[src/shared/hip_defs.svh]
/*
  Holds the offsets, field values, reset values and timing counts of the
  host i/o port. Assumes a 10 MHz system clock; included by bare name.
*/
`ifndef HIP_DEFS_SVH
`define HIP_DEFS_SVH

`define HIP_CLK_PERIOD_NS 100
`define HIP_BLACKOUT_NS 3000000
`define HIP_BLACKOUT_CYC (`HIP_BLACKOUT_NS / `HIP_CLK_PERIOD_NS)
`define HIP_EEPROM_CHIP_SELECT_DELAY_PS 11310000
`define HIP_EEPROM_CHIP_SELECT_DELAY_CYC \
  ((`HIP_EEPROM_CHIP_SELECT_DELAY_PS + `HIP_CLK_PERIOD_NS * 1000 - 1) / \
   (`HIP_CLK_PERIOD_NS * 1000))

`define HIP_RD_REG_GAP 8'h02
`define HIP_RD_F0_SPACING 8'h04
`define HIP_RD_F2_SPACING 8'h01
`define HIP_WR_IDX_GAP 8'h01
`define HIP_WR_DATA_GAP 8'h02
`define HIP_WR_MEM_SPACING 8'h01

`define HIP_IDX_MEM_F0 8'hf0
`define HIP_IDX_MEM_F2 8'hf2
`define HIP_IDX_MEM_F6 8'hf6
`define HIP_IDX_MEM_F8 8'hf8

`define HIP_INDEX_RST 8'h00
`define HIP_DATA_RST 32'h0000_0000
`define HIP_BASE_ADDR 4'h0

`endif

[src/shared/hip_pkg.sv]
/*
  Types of the host i/o port: bus width, load state, access kind.
  Assumes nothing beyond the defines header.
*/
package hip_pkg;

  typedef enum logic [1:0] {
    HIP_BUS8 = 2'h0,
    HIP_BUS16 = 2'h1,
    HIP_BUS32 = 2'h2
  } hip_width_t;

  typedef enum logic [1:0] {
    HIP_LOADING = 2'b01,
    HIP_READY = 2'b10
  } hip_state_t;

  typedef enum logic [6:0] {
    HIP_AK_NONE = 7'b0000001,
    HIP_AK_RD_REG = 7'b0000010,
    HIP_AK_RD_F0 = 7'b0000100,
    HIP_AK_RD_F2 = 7'b0001000,
    HIP_AK_WR_IDX = 7'b0010000,
    HIP_AK_WR_DATA = 7'b0100000,
    HIP_AK_WR_MEM = 7'b1000000
  } hip_kind_t;

endpackage

[src/shared/hip_pin_if.sv]
/*
  Carries the host pins after synchronisation from the synchroniser to the
  port logic. Assumes both ends run on the same system clock.
*/
interface hip_pin_if;
  logic readN;
  logic writeN;
  logic aenN;
  logic cmd;
  logic [3:0] addr;
  logic [31:0] data;
  logic [1:0] width;

  modport src (output readN, writeN, aenN, cmd, addr, data, width);
  modport dst (input readN, writeN, aenN, cmd, addr, data, width);
endinterface

[src/hip_pin_sync.sv]
/*
  Two-flop synchronisers for every host pin of the port.
  Assumes the pins are asynchronous to clk; idle levels are strobes high.
*/
module hip_pin_sync (
  input wire logic clk,
  input wire logic reset_n,
  input wire logic readStrobeN,
  input wire logic writeStrobeN,
  input wire logic addressEnableN,
  input wire logic indexDataSel,
  input wire logic [3:0] hostAddr,
  input wire logic [31:0] hostDataIn,
  input wire logic [1:0] busWidthSel,
  hip_pin_if.src pins
);

  localparam int W = 1 + 1 + 1 + 1 + 4 + 32 + 2;
  localparam logic [W-1:0] IDLE = {3'b111, {(W - 3){1'b0}}};

  logic [W-1:0] raw;
  logic [W-1:0] stage1_q;
  logic [W-1:0] stage2_q;

  assign raw = {readStrobeN, writeStrobeN, addressEnableN, indexDataSel,
                hostAddr, hostDataIn, busWidthSel};

  genvar g;
  generate
    for (g = 0; g < W; g++) begin : gBit
      always_ff @(posedge clk or negedge reset_n) begin
        if (!reset_n) begin
          stage1_q[g] <= IDLE[g];
          stage2_q[g] <= IDLE[g];
        end else begin
          stage1_q[g] <= raw[g];
          stage2_q[g] <= stage1_q[g];
        end
      end
    end
  endgenerate

  assign {pins.readN, pins.writeN, pins.aenN, pins.cmd, pins.addr,
          pins.data, pins.width} = stage2_q;

endmodule

[src/hip_port.sv]
/*
  Host index/data i/o port: post-reset load blackout, eeprom select timing,
  index latch, data-port access and width indications, recovery monitor.
  Assumes reset_n is the power-on reset pin and registers sit outside.
*/
// What this block does
// RQ1: ignore host strobes for 3 ms after reset
// RQ2: host waits 3 ms before first access
// RQ3: raise eeprom select 11.31 us after reset
// RQ4: recovery times counted in system clocks
// RQ5: register read end, two clocks gap
// RQ6: f0h memory reads start four clocks apart
// RQ7: f2h memory reads accepted one clock apart
// RQ8: index write end, one clock gap
// RQ9: data write end, two clocks gap
// RQ10: memory writes accepted one clock apart
// RQ11: select high means data port, else index
// RQ12: 16-bit indication on memory index, wide bus
// RQ13: 32-bit indication on memory index, 32-bit bus
// RQ14: index write latches target of data accesses
`include "hip_defs.svh"

module hip_port #(
  parameter int BLACKOUT_CYCLES = `HIP_BLACKOUT_CYC
) (
  input wire logic clk,
  input wire logic reset_n,
  input wire logic read_strobe_n,
  input wire logic write_strobe_n,
  input wire logic address_enable_n,
  input wire logic indexDataSel,
  input wire logic [3:0] host_addr,
  input wire logic [31:0] host_data_in,
  output logic [31:0] host_data_out,
  output logic host_data_oe_n,
  input wire logic [1:0] busWidthSel,
  output logic width16_indicate,
  output logic width32_indicate,
  output logic eeprom_chip_select,
  output logic loadDone,
  output logic [7:0] regIndex,
  output logic regWriteStrobe,
  output logic [31:0] regWriteData,
  output logic regReadStrobe,
  input wire logic [31:0] regReadData,
  output logic hostTimingError
);

  localparam int EEPROM_CHIP_SELECT_CYCLES = `HIP_EEPROM_CHIP_SELECT_DELAY_CYC;

  function automatic logic isMemIndex(input logic [7:0] idx);
    isMemIndex = (idx == `HIP_IDX_MEM_F0) || (idx == `HIP_IDX_MEM_F2) ||
                 (idx == `HIP_IDX_MEM_F6) || (idx == `HIP_IDX_MEM_F8);
  endfunction

  hip_pin_if pins ();

  hip_pin_sync uSync (
    .clk(clk),
    .reset_n(reset_n),
    .readStrobeN(read_strobe_n),
    .writeStrobeN(write_strobe_n),
    .addressEnableN(address_enable_n),
    .indexDataSel(indexDataSel),
    .hostAddr(host_addr),
    .hostDataIn(host_data_in),
    .busWidthSel(busWidthSel),
    .pins(pins)
  );

  hip_pkg::hip_state_t state_q;
  logic [31:0] loadCnt_q;
  hip_pkg::hip_width_t width_q;
  logic widthTaken_q;

  // RQ1: load blackout counter
  always_ff @(posedge clk or negedge reset_n) begin
    if (!reset_n) begin
      state_q <= hip_pkg::HIP_LOADING;
      loadCnt_q <= 32'h0000_0000;
    end else begin
      case (state_q)
        hip_pkg::HIP_LOADING: begin
          if (loadCnt_q >= 32'(BLACKOUT_CYCLES - 1)) begin
            state_q <= hip_pkg::HIP_READY;
          end
          loadCnt_q <= loadCnt_q + 32'h0000_0001;
        end
        hip_pkg::HIP_READY: begin
          state_q <= hip_pkg::HIP_READY;
        end
        default: begin
          state_q <= hip_pkg::HIP_LOADING;
          loadCnt_q <= 32'h0000_0000;
        end
      endcase
    end
  end

  // RQ3: eeprom select during download
  always_ff @(posedge clk or negedge reset_n) begin
    if (!reset_n) begin
      eeprom_chip_select <= 1'b0;
    end else begin
      eeprom_chip_select <= (state_q == hip_pkg::HIP_LOADING) &&
                            (loadCnt_q >= 32'(EEPROM_CHIP_SELECT_CYCLES - 1)) &&
                            (loadCnt_q < 32'(BLACKOUT_CYCLES - 1));
    end
  end

  assign loadDone = (state_q == hip_pkg::HIP_READY);

  // bus width strap caught once after release
  always_ff @(posedge clk or negedge reset_n) begin
    if (!reset_n) begin
      width_q <= hip_pkg::HIP_BUS8;
      widthTaken_q <= 1'b0;
    end else if (!widthTaken_q && loadCnt_q >= 32'h0000_0002) begin
      width_q <= hip_pkg::hip_width_t'(pins.width);
      widthTaken_q <= 1'b1;
    end
  end

  logic rdPrev_q;
  logic wrPrev_q;
  logic selected;
  logic rdStart;
  logic rdEnd;
  logic wrStart;
  logic wrEnd;

  // RQ1: strobes gated until load done
  assign selected = loadDone && !pins.aenN && (pins.addr == `HIP_BASE_ADDR);

  always_ff @(posedge clk or negedge reset_n) begin
    if (!reset_n) begin
      rdPrev_q <= 1'b1;
      wrPrev_q <= 1'b1;
    end else begin
      rdPrev_q <= pins.readN;
      wrPrev_q <= pins.writeN;
    end
  end

  assign rdStart = selected && rdPrev_q && !pins.readN;
  assign rdEnd = selected && !rdPrev_q && pins.readN;
  assign wrStart = selected && wrPrev_q && !pins.writeN;
  assign wrEnd = selected && !wrPrev_q && pins.writeN;

  logic [7:0] index_q;
  logic [31:0] wrData_q;
  logic [31:0] wrCommit_q;
  logic wrCommitValid_q;
  logic wrIsData_q;

  // capture data while the write strobe is low
  always_ff @(posedge clk or negedge reset_n) begin
    if (!reset_n) begin
      wrData_q <= `HIP_DATA_RST;
      wrIsData_q <= 1'b0;
    end else if (!pins.writeN) begin
      wrData_q <= pins.data;
      wrIsData_q <= pins.cmd;
    end
  end

  // RQ11: cmd high selects data port
  // RQ14: index write latches the index
  always_ff @(posedge clk or negedge reset_n) begin
    if (!reset_n) begin
      index_q <= `HIP_INDEX_RST;
    end else if (wrEnd && !wrIsData_q) begin
      index_q <= wrData_q[7:0];
    end
  end

  // RQ14: data write goes to latched index
  always_ff @(posedge clk or negedge reset_n) begin
    if (!reset_n) begin
      wrCommitValid_q <= 1'b0;
      wrCommit_q <= `HIP_DATA_RST;
    end else begin
      wrCommitValid_q <= wrEnd && wrIsData_q;
      if (wrEnd) begin
        wrCommit_q <= wrData_q;
      end
    end
  end

  assign regIndex = index_q;
  assign regWriteStrobe = wrCommitValid_q;
  assign regWriteData = wrCommit_q;

  logic rdPending_q;
  logic rdIsData_q;
  logic driving_q;

  // read: strobe once, take answer in the strobe cycle
  always_ff @(posedge clk or negedge reset_n) begin
    if (!reset_n) begin
      rdPending_q <= 1'b0;
      rdIsData_q <= 1'b0;
    end else begin
      rdPending_q <= rdStart;
      if (rdStart) begin
        rdIsData_q <= pins.cmd;
      end
    end
  end

  assign regReadStrobe = rdPending_q && rdIsData_q;

  always_ff @(posedge clk or negedge reset_n) begin
    if (!reset_n) begin
      host_data_out <= `HIP_DATA_RST;
    end else if (rdPending_q) begin
      host_data_out <= rdIsData_q ? regReadData : {24'h00_0000, index_q};
    end
  end

  always_ff @(posedge clk or negedge reset_n) begin
    if (!reset_n) begin
      driving_q <= 1'b0;
    end else begin
      driving_q <= selected && !pins.readN;
    end
  end

  assign host_data_oe_n = !driving_q;

  // RQ12: 16-bit width indication
  // RQ13: 32-bit width indication
  always_ff @(posedge clk or negedge reset_n) begin
    if (!reset_n) begin
      width16_indicate <= 1'b0;
      width32_indicate <= 1'b0;
    end else begin
      width16_indicate <= selected && pins.cmd && isMemIndex(index_q) &&
                          (width_q == hip_pkg::HIP_BUS16 ||
                           width_q == hip_pkg::HIP_BUS32);
      width32_indicate <= selected && pins.cmd && isMemIndex(index_q) &&
                          (width_q == hip_pkg::HIP_BUS32);
    end
  end

  hip_pkg::hip_kind_t lastKind_q;
  logic [7:0] sinceStart_q;
  logic [7:0] sinceEnd_q;
  logic newStart;
  logic tooSoon;
  hip_pkg::hip_kind_t startKind;

  assign newStart = rdStart || wrStart;

  always_comb begin
    startKind = hip_pkg::HIP_AK_NONE;
    if (rdStart) begin
      if (!pins.cmd || !isMemIndex(index_q)) begin
        startKind = hip_pkg::HIP_AK_RD_REG;
      end else if (index_q == `HIP_IDX_MEM_F0) begin
        startKind = hip_pkg::HIP_AK_RD_F0;
      end else begin
        startKind = hip_pkg::HIP_AK_RD_F2;
      end
    end else if (wrStart) begin
      if (!pins.cmd) begin
        startKind = hip_pkg::HIP_AK_WR_IDX;
      end else if (isMemIndex(index_q)) begin
        startKind = hip_pkg::HIP_AK_WR_MEM;
      end else begin
        startKind = hip_pkg::HIP_AK_WR_DATA;
      end
    end
  end

  // RQ4: spacing checked in clock cycles
  always_comb begin
    tooSoon = 1'b0;
    case (lastKind_q)
      // RQ5: register read recovery
      hip_pkg::HIP_AK_RD_REG: tooSoon = sinceEnd_q < `HIP_RD_REG_GAP;
      // RQ6: f0h start-to-start spacing
      hip_pkg::HIP_AK_RD_F0: tooSoon = sinceStart_q < `HIP_RD_F0_SPACING;
      // RQ7: f2h back-to-back allowed
      hip_pkg::HIP_AK_RD_F2: tooSoon = sinceStart_q < `HIP_RD_F2_SPACING;
      // RQ8: index write recovery
      hip_pkg::HIP_AK_WR_IDX: tooSoon = sinceEnd_q < `HIP_WR_IDX_GAP;
      // RQ9: data write recovery
      hip_pkg::HIP_AK_WR_DATA: tooSoon = sinceEnd_q < `HIP_WR_DATA_GAP;
      // RQ10: memory writes back-to-back
      hip_pkg::HIP_AK_WR_MEM: tooSoon = sinceStart_q < `HIP_WR_MEM_SPACING;
      hip_pkg::HIP_AK_NONE: tooSoon = 1'b0;
      default: tooSoon = 1'b0;
    endcase
  end

  always_ff @(posedge clk or negedge reset_n) begin
    if (!reset_n) begin
      lastKind_q <= hip_pkg::HIP_AK_NONE;
      sinceStart_q <= 8'hff;
      sinceEnd_q <= 8'hff;
      hostTimingError <= 1'b0;
    end else begin
      hostTimingError <= newStart && tooSoon;
      if (newStart) begin
        lastKind_q <= startKind;
        sinceStart_q <= 8'h01;
      end else if (sinceStart_q != 8'hff) begin
        sinceStart_q <= sinceStart_q + 8'h01;
      end
      // end edge is the first idle cycle
      if (rdEnd || wrEnd) begin
        sinceEnd_q <= 8'h01;
      end else if (newStart) begin
        sinceEnd_q <= 8'h00;
      end else if (sinceEnd_q != 8'hff) begin
        sinceEnd_q <= sinceEnd_q + 8'h01;
      end
    end
  end

endmodule

[config.mk]
export PLATFORM = sky130hd
export DESIGN_NAME = hip_port
export DESIGN_NICKNAME = d
export VERILOG_FILES = /design/src/shared/hip_pkg.sv /design/src/shared/hip_pin_if.sv /design/src/hip_pin_sync.sv /design/src/hip_port.sv
export VERILOG_INCLUDE_DIRS = /design/src /design/src/shared
export SDC_FILE = /design/constraint.sdc
export NUM_CORES = 1
export LEC_CHECK = 0
export ABC_AREA = 1
export BUFFER_PORTS_ARGS = -buffer_cell sky130_fd_sc_hd__buf_2
export CAP_MARGIN = 20
export CORE_MARGIN = 1.5
export CORE_UTILIZATION = 35
export DETAILED_ROUTE_END_ITERATION = 16
export PLACE_DENSITY = 0.63
export SETUP_SLACK_MARGIN = 0.5
export SYNTH_ARGS = -nofsm -noshare
export SYNTH_HDL_FRONTEND = slang
export SYNTH_SLANG_ARGS = --single-unit
[constraint.sdc]
create_clock -name clk -period 4.4 [get_ports clk]
set_input_delay 0.66 -clock clk [delete_from_list [all_inputs] [get_ports clk]]
set_output_delay 0.66 -clock clk [all_outputs]
set_load 0.005 [all_outputs]
# After elaboration in Yosys (flattened, before gate mapping)
# Cells that the tools add are included.
totals:
  regBits: 259
  latchBits: 0
  ramBits: 0
  rom_bits: 0
  input_bits: 76
  out_inout_bits: 80
  wordCells: 194
  n_memories: 0
classes:
  addsub: 3
  n_mul: 0
  n_div: 0
  magnitude_cmp: 8
  eq_ne: 17
  shift: 0
  mux: 16
  bitwise: 0
  n_reduce_logical: 44
op_table:
  columns: ["cell", "n"]
  rows:
  - ["$pmux 32 s2", 1]
  - ["$mux 8", 5]
  - ["$add 32x1->32 const B", 1]
  - ["$eq 8x8->1 const B", 4]
  - ["$ge 32x15->1 const B", 1]
  - ["$ge 32x2->1 const B", 1]
  - ["$ge 32x7->1 const B", 1]
  - ["$lt 32x15->1 const B", 1]
  - ["$mux 32", 1]
  - ["$mux 7", 4]
  - ["$logic_and 1x1->1", 22]
  - ["$add 8x1->8 const B", 2]
  - ["$lt 8x1->1 const B", 2]
  - ["$ne 8x8->1 const B", 2]
  - ["$logic_not 1->1", 10]
  - ["$lt 8x2->1 const B", 1]
  - ["$lt 8x3->1 const B", 1]
  - ["$mux 4", 2]
  - ["$eq 7x2->1 const B", 1]
  - ["$eq 7x3->1 const B", 1]
  - ["$eq 7x4->1 const B", 1]
  - ["$eq 7x5->1 const B", 1]
  - ["$eq 7x6->1 const B", 1]
  - ["$eq 7x7->1 const B", 1]
  - ["11 further kinds", 20]

# Depth between registers and ports, before layout
# Gate-level depths: netlist of the first run.
logic_depth:
  ltp_word: 8
  mapped_depth: 13
  mapped_depth_nobuf: 11

# By module
# Synthesis of the first run repeated with hierarchy kept, for this count alone.
unflattened:
  cells_unflattened: 1089
  area_unflattened_um2: 10277.4
by_module_without_submodules:
  columns: ["module", "instances", "cells_each", "area_per_inst_um2"]
  rows:
  - ["hip_port", 1, 1005, 8167.8]
  - ["hip_pin_sync", 1, 84, 2109.5]

# Least setup slack after synthesis of the first run
# OpenSTA, ideal clock, no wires.
synth_timing:
  path_type: "register to register"
  start: "register state_q[0]"
  end: "register loadCnt_q[7]"
  setup_time_ns: 0.113
  arrival_ns: 1.686
  path_slack_ns: 2.601
  path_stages_with_launch: 11
  period_less_slack_ns: 1.799
  path_cell_list: "dfstp_2 > inv_1 > ha_1 > buf_6 > nor2_1 > inv_1 > clkbuf_1 > o21ai_0 > o21ai_0 > nand2_1 > inv_1"
synth_between:
  elab_chain_cells: 2
  word_cells_on_any_way: 3
synth_lines:
  columns: ["item", "line", "text"]
  rows:
  - ["start, declared", "hip_port.sv:71", "hip_pkg::hip_state_t state_q;"]
  - ["start signal, assigned", "hip_port.sv:79", "state_q <= hip_pkg::HIP_LOADING;"]
  - ["start signal, assigned", "hip_port.sv:85", "state_q <= hip_pkg::HIP_READY;"]
  - ["start signal, assigned", "hip_port.sv:90", "state_q <= hip_pkg::HIP_READY;"]
  - ["$eq 2x2->1 (*)", null, null]
  - ["via loadDone", "hip_port.sv:40", "output logic loadDone,"]
  - ["$pmux 32 s2", "hip_port.sv:82", "case (state_q)"]
  - ["end signal, assigned", "hip_port.sv:87", "loadCnt_q <= loadCnt_q + 32'h0000_0001;"]
  - ["end, declared", "hip_port.sv:72", "logic [31:0] loadCnt_q;"]
# The timed path passes the listed nets; every way through them passes the cells marked *.
# A chain may end at the register's enable or synchronous reset.

# Worst setup path in the final report of the first run
layout_timing:
  start: "register state_q[0]"
  end: "register index_q[5], in the netlist regIndex[5]"
layout_between:
  elab_chain_cells: 6
layout_lines:
  columns: ["item", "line", "text"]
  rows:
  - ["$eq 2x2->1", "hip_port.sv:111", "assign loadDone = (state_q == hip_pkg::HIP_READY);"]
  - ["$logic_and 1x1->1 (2 in a row)", "hip_port.sv:133", "assign selected = loadDone && !pins.aenN && (pins.addr == `HIP_BASE_ADDR);"]
  - ["$logic_and 1x1->1 (2 in a row)", "hip_port.sv:148", "assign wrEnd = selected && !wrPrev_q && pins.writeN;"]
  - ["$logic_and 1x1->1", "hip_port.sv:172", "end else if (wrEnd && !wrIsData_q) begin"]
  - ["end signal, assigned", "hip_port.sv:171", "index_q <= `HIP_INDEX_RST;"]
  - ["end signal, assigned", "hip_port.sv:173", "index_q <= wrData_q[7:0];"]
  - ["end, declared", "hip_port.sv:150", "logic [7:0] index_q;"]
# No other way between the ends.

==> flow_summary.toml, run 1 <==
[global_routing]
top_usage_layer = "met2"
grt_use_met2 = 0.2208
track_usage = 0.1363
global_route.usage.met3 = 0.02843
grt_max_degree = 108
antenna_found_initial = 1
grt_first_pass_wirelength_um = 34510
grt_pass1_vias = 6986
grt_use_met1 = 0.1892
overflow = 0

[placement]
place_ws_ps = 1754
portBuffers = 155
dpl.hpwl_um = 14240
gp_congestion = 0.8407
placed_cell_area_um2 = 11420

[floorplan]
die-area_um2 = 30460
core_um2 = 28860
top_level_ports = 156
rows = 62
initial_core_util = 0.3568
die_x_um = 174.5
die_h_um = 174.5

[cells_and_area]
antenna_cells = 0
stdcell_area_um2 = 12420
multi_input_area_um2 = 3053
syn2layout_area_growth_pct = 20.62
final_layout_size_suffix_gt1_frac = 0.2267
register_area_um2 = 6514
fillers = 2847
final_util = 0.4304
fin_nets = 1309

[yosys]
ys_types = 38
ys_ff_latch = 259
syn-instance-count = 1061
synth_nets = 1148
ys_warn_count = 0
synth.avg_cell_area_um2 = 9.704
synthesis.area_um2 = 10300
yosysSeqAreaShare = 0.6326

[cts]
clk_latency_ps = 550
postCtsSetupBuffers = 0
clk_pin_slew_ps = 60
cts_buffers = 29
cts_hold_buffers = 0
cts_buffer_depth = 3
cts_resized = 0
htree_levels = 1
clock_tree.root_cell = "clkbuf_16"
cts_tree = "built"
clock_sinks = 259

[timing]
setup_viol = 0
hold_ws_ps = 161.4
fin_tns_setup_ps = 0
period_needed_ps = 2575
rsz0062_at_grt = "no"
finClkSkew_ps = 19.81
finalHoldViolCount = 0
fin_crit_sh = 0.5853
fmax_ghz = 0.3883
fin_ws_ps = 1825
drv_slew = 0
timing.slew.headroom = 0.3873
timing_worst_slew_pin_value_ps = 917.7

[drt]
wl_per_cell_um = 12.72
drtIter0Drc = 340
wirelength_um = 20700
drcViolationCount = 0
vias = 7298
firstDrtPassIters = 4
antenna_left = 0
viasPerCell = 4.483

[critical_path]
end_kind = "flip-flop"
r2r_end = "regIndex[5]"
reg2reg_depth = 9
r2r_start = "state_q[0]"
critical_path.startpoint_type = "flip-flop"
cp-endpoint = "regIndex[5]"
crit_required_ps = 4840
setup.worst_path.start = "state_q[0]"
crit_type = "flip-flop to flip-flop"
cp.arrival_ps = 3020
r2r_setup_slack_ps = 1820
crit_fanout = 66

[power]
cellPowerDensity_nw_per_um2 = 407.4
ir_drop_mv = 0.2999
p_leak_nw = 6.123

[worst_hold_path]
timing.hold.worst.class = "primary input to async pin"

[job]
drv_cap = 0

[outcome]
status = "finished, final reports clean"
## cells in the mapped netlist
master / number / area (µm²)
xnor2_1: 1 / 8.760
o21a_1: 4 / 30.03
nor2_1: 108 / 405.4
nor3_1: 16 / 80.08
or2_2: 1 / 6.260
dfrtp_1: 233 / 5831
xor2_1: 8 / 70.07
or2_4: 1 / 8.760
clkinv_1: 1 / 3.750
a21oi_1: 24 / 120.1
nor2_4: 1 / 11.26
o22ai_1: 3 / 18.77
nand3_2: 2 / 20.02
nor2_2: 4 / 25.02
nand2_4: 2 / 22.52
inv_2: 3 / 11.26
nand4_1: 15 / 93.84
nand3b_1: 3 / 22.52
o21ai_1: 10 / 50.05
dfstp_2: 26 / 683.2
nor2_8: 2 / 40.04
nor4_1: 2 / 12.51
inv_1: 138 / 518.0
o211ai_1: 1 / 7.510
nand2_1: 241 / 904.6
buf_6: 10 / 112.6
o21ai_2: 23 / 201.4
o21ai_0: 88 / 440.4
nand2_2: 4 / 25.02
buf_2: 2 / 10.01
nand3_1: 40 / 200.2
a31oi_1: 10 / 62.56
ha_1: 11 / 137.6
and3_1: 2 / 12.51
a21o_1: 1 / 7.510
clkbuf_1: 18 / 67.56
inv_4: 1 / 6.260
o21bai_1: 1 / 7.510
## worst min-delay path by stage
stage | from | end | slack (ps)
2_1_floorplan | uSync.stage1_q[34] | uSync.pins.addr[0] | 330
3_3_place_gp | uSync.stage1_q[29] | uSync.pins.data[27] | 330
3_5_place_dp | uSync.stage1_q[19] | uSync.pins.data[17] | 330
4_1_cts | reset_n | host_data_out[11] | 170
5_1_grt | host_data_in[30] | uSync.stage1_q[32] | 170
6_report | reset_n | width16_indicate | 160
## flip-flops by register name, summed over array words and instances, names as in the netlist, 7 cells and up
register and count:
host_data_out 32, lastKind_q 7, loadCnt_q 32, regIndex 8, regWriteData 32, sinceEnd_q 8, sinceStart_q 8, uSync.pins.data 32
uSync.stage1_q 42, wrData_q 32
## critical path: stages (launching register included)
cell and delay (ps):
dfstp_2 370, inv_1 70, ha_1 420, inv_4 150
or2_4 290, nor2_8 140, nand2_4 450, nor2_8 390
nand2_1 90, o21a_1 110
## cell families (layout without fill, tap and decap cells)
family | count (synthesis) | after routing | share of synthesized area
AND/OR/NAND/NOR | 444 | 444 | 0.1836
flip-flops | 259 | 259 | 0.6326
buffers and inverters | 173 | 356 | 0.07085
AO/OA/AOI/OAI | 165 | 165 | 0.09187
adder cells (fa/ha/maj) | 11 | 11 | 0.01337
XOR/XNOR | 9 | 9 | 0.007656
## routing by layer
| layer | part of all wire | wire, µm |
|---|---|---|
| met1 | 0.47 | 9698 |
| met3 | 0.057 | 1181 |
| met5 | 0.00082 | 17 |
| met2 | 0.45 | 9417 |
| met4 | 0.019 | 386 |
## report_power, final
group	total (W)	switching, W	internal [W]	leakage [nW]
Clock	0.00245	0.000962	0.00149	0.491
Combinational	0.000132	0.0000909	0.0000415	2.53
Sequential	0.00248	0.0000215	0.00245	3.10
## layout by cell type, fill, tap and decap left out, types with 11 or more instances in the layout
cell type,synthesis,layout
nand4_1,15,15
o21ai_0,88,88
nand3_1,40,40
a21oi_1,24,24
dfstp_2,26,26
clkbuf_16,0,29
nand2_1,241,241
o21ai_2,23,23
buf_2,2,154
nor2_1,108,108
ha_1,11,11
nor3_1,16,16
inv_1,138,137
dfrtp_1,233,233
## cell type report
class,count,area share
sequential,259,0.5245
multi-input combinational,629,0.2458
timing repair buffer,160,0.06730
clock buffer,37,0.06569
inverter,143,0.04342
tap,384,0.03869
clock inverter,16,0.01461
## per-stage QoR
| stage | power [W] | instances |
|---|---|---|
| finish | 0.005059 | 1628 |
| floorplan | 0.002554 | 1061 |
| CTS | 0.005151 | 1628 |
| global placement | 0.002653 | 1575 |
| detailed placement | 0.002656 | 1575 |
| global route | 0.005285 | 1628 |
No activity file was read; power rests on OpenSTA's default activity.
==> run 2: changes to the inputs <==
clock period = 2.42 ns   (was 4.4 ns; I/O delays follow)
==> run 2 against run 1 <==
Compared with the run above: setup slack got worse by 1300 ps; final area increased by 5.9%; non-clock buffer count increased by 65; total power grew 83%; highest routed layer unchanged; cell count increased by 3.9%; sequential cell count is the same; combinational power grew 140%; maximum frequency rose by 36%; register-to-register slack got worse by 1300 ps.
==> flow_summary.toml, run 2 (synthesized netlist as in run 1, its figures left out) <==
[outcome]
status = "finished, final reports clean"

[drt]
antenna_left = 0
vias = 7667
drtIter0Drc = 474
viasPerCell = 4.531
wl_per_cell_um = 12.98
drcViolationCount = 0
wirelength_um = 21970
firstDrtPassIters = 5

[cts]
cts_buffers = 29
cts_tree = "built"
clock_tree.root_cell = "clkbuf_16"
clock_sinks = 259
clk_latency_ps = 550
clk_pin_slew_ps = 60
htree_levels = 1
cts_buffer_depth = 3

[critical_path]
cp.arrival_ps = 2320
path_cells = "inv_2 > ha_4 > inv_6 > nand3_2 > nor2_4 > buf_4 > nand3_1 > o21ai_0 > nor2_1"
worst-path-buf-inv = 3
path_delay_family = "simple AND/OR/NAND/NOR gates"
crit_required_ps = 2850
end_kind = "flip-flop"
critical_path.startpoint_type = "flip-flop"
crit_path_max_incr_delay_ps = 540
cp_slowest_cell = "dfstp_2"
crit_fanout = 13
crit_type = "flip-flop to flip-flop"

[global_routing]
top_usage_layer = "met2"
grt_use_met1 = 0.1965
global_route.usage.met3 = 0.02493
grt_max_degree = 77
antenna_found_initial = 1
grt_use_met2 = 0.2445
track_usage = 0.1460
overflow = 0
grt_first_pass_wirelength_um = 36940
grt_pass1_vias = 7480

[floorplan]
die_h_um = 174.5
top_level_ports = 156
die-area_um2 = 30460
initial_core_util = 0.3568
rows = 62
die_x_um = 174.5
core_um2 = 28860

[timing]
fin_tns_setup_ps = 0
finClkSkew_ps = 22.92
drv_slew = 0
rsz0062_at_grt = "yes"
fin_crit_sh = 0.7814
period_needed_ps = 1891
timing.slew.headroom = 0.5875
timing_worst_slew_pin_value_ps = 618.8
fmax_ghz = 0.5288
setup_viol = 0
finalHoldViolCount = 0

[cells_and_area]
fillers = 2722
antenna_cells = 0
fin_nets = 1374
final_layout_size_suffix_gt1_frac = 0.2347
largest_reg_flops = 42
syn2layout_area_growth_pct = 27.77
final_common_cell = "nand2_1"
top_register = "uSync.stage1_q"
mostFrequentLayoutCells = "nand2_1 (241), dfrtp_1 (233), buf_2 (153), inv_1 (135), nor2_1 (105)"

[placement]
dpl.hpwl_um = 14980
gp_congestion = 0.8610
portBuffers = 155

[power]
p_total_w = 0.009284
cellPowerDensity_nw_per_um2 = 705.7
p_leak_nw = 6.411
ir_drop_mv = 0.6055

[job]
drv_cap = 0

[worst_hold_path]
timing.hold.worst.class = "primary input to flip-flop"
## run 2: cell type report
class,count,area (µm²),share of cell area
Sequential cell,259,6514,0.4952
Multi-Input combinational cell,629,3109,0.2364
Timing Repair Buffer,225,1501,0.1141
Clock buffer,43,888.4,0.06753
Inverter,143,541.8,0.04118
Tap cell,384,480.5,0.03652
Clock inverter,9,120.1,0.009131
## run 2: path summary, 6_finish.rpt
path                                          from                  end  slack, ps  depth (start not counted)
max in group asynchronous                  reset_n           state_q[0]       1260                          3
min in group asynchronous                  reset_n     host_data_out[9]        400                          2
worst min-delay path               regReadData[19]    host_data_out[19]         30                          3
worst max register to register          state_q[0]        loadCnt_q[27]        530                          9
worst max-delay path                    state_q[0]        loadCnt_q[27]        530                          9
worst min register to register  uSync.stage1_q[13]  uSync.pins.data[11]        340                          0
## run 2: report_power, final
group          switching (W)  internal, W
registers          0.0000397      0.00446
clock network        0.00172      0.00275
logic               0.000181     0.000133
## run 2: stage by stage
stage	utilization	hold WS (ps)	cells	instance area, µm²	setup slack, ps
final	0.4559	29.68	1692	13160	529.0
after global routing	0.4559	29.00	1692	13160	456.1
after CTS	0.4527	1.089	1686	13060	505.1
after detailed placement	0.4004	335.5	1586	11550	381.2
after global placement	0.4004	331.4	1586	11550	434.5
after floorplan	-	67.41	1061	10300	620.8
## run 2: timing repair
item | 4_1_cts | 5_1_grt
resized for setup | 5 | 15
hold buffers | 47 | 0
buffers inserted | 1 | 6
pin swaps | 0 | 2
setup endpoints to repair | 20 | 38
endpoints found under the hold margin | 100 | 0
## run 2: per-layer routing
layer  wire [µm]  vias up
li1            -     3801
met1        9813     3622
met2       10470      194
met3        1167       48
met4         504        2
met5          11        -
## run 2: worst min-delay path, cell delays in order
cell	delay [ps]
buf_2	70
nand2_1	40
o21ai_0	60
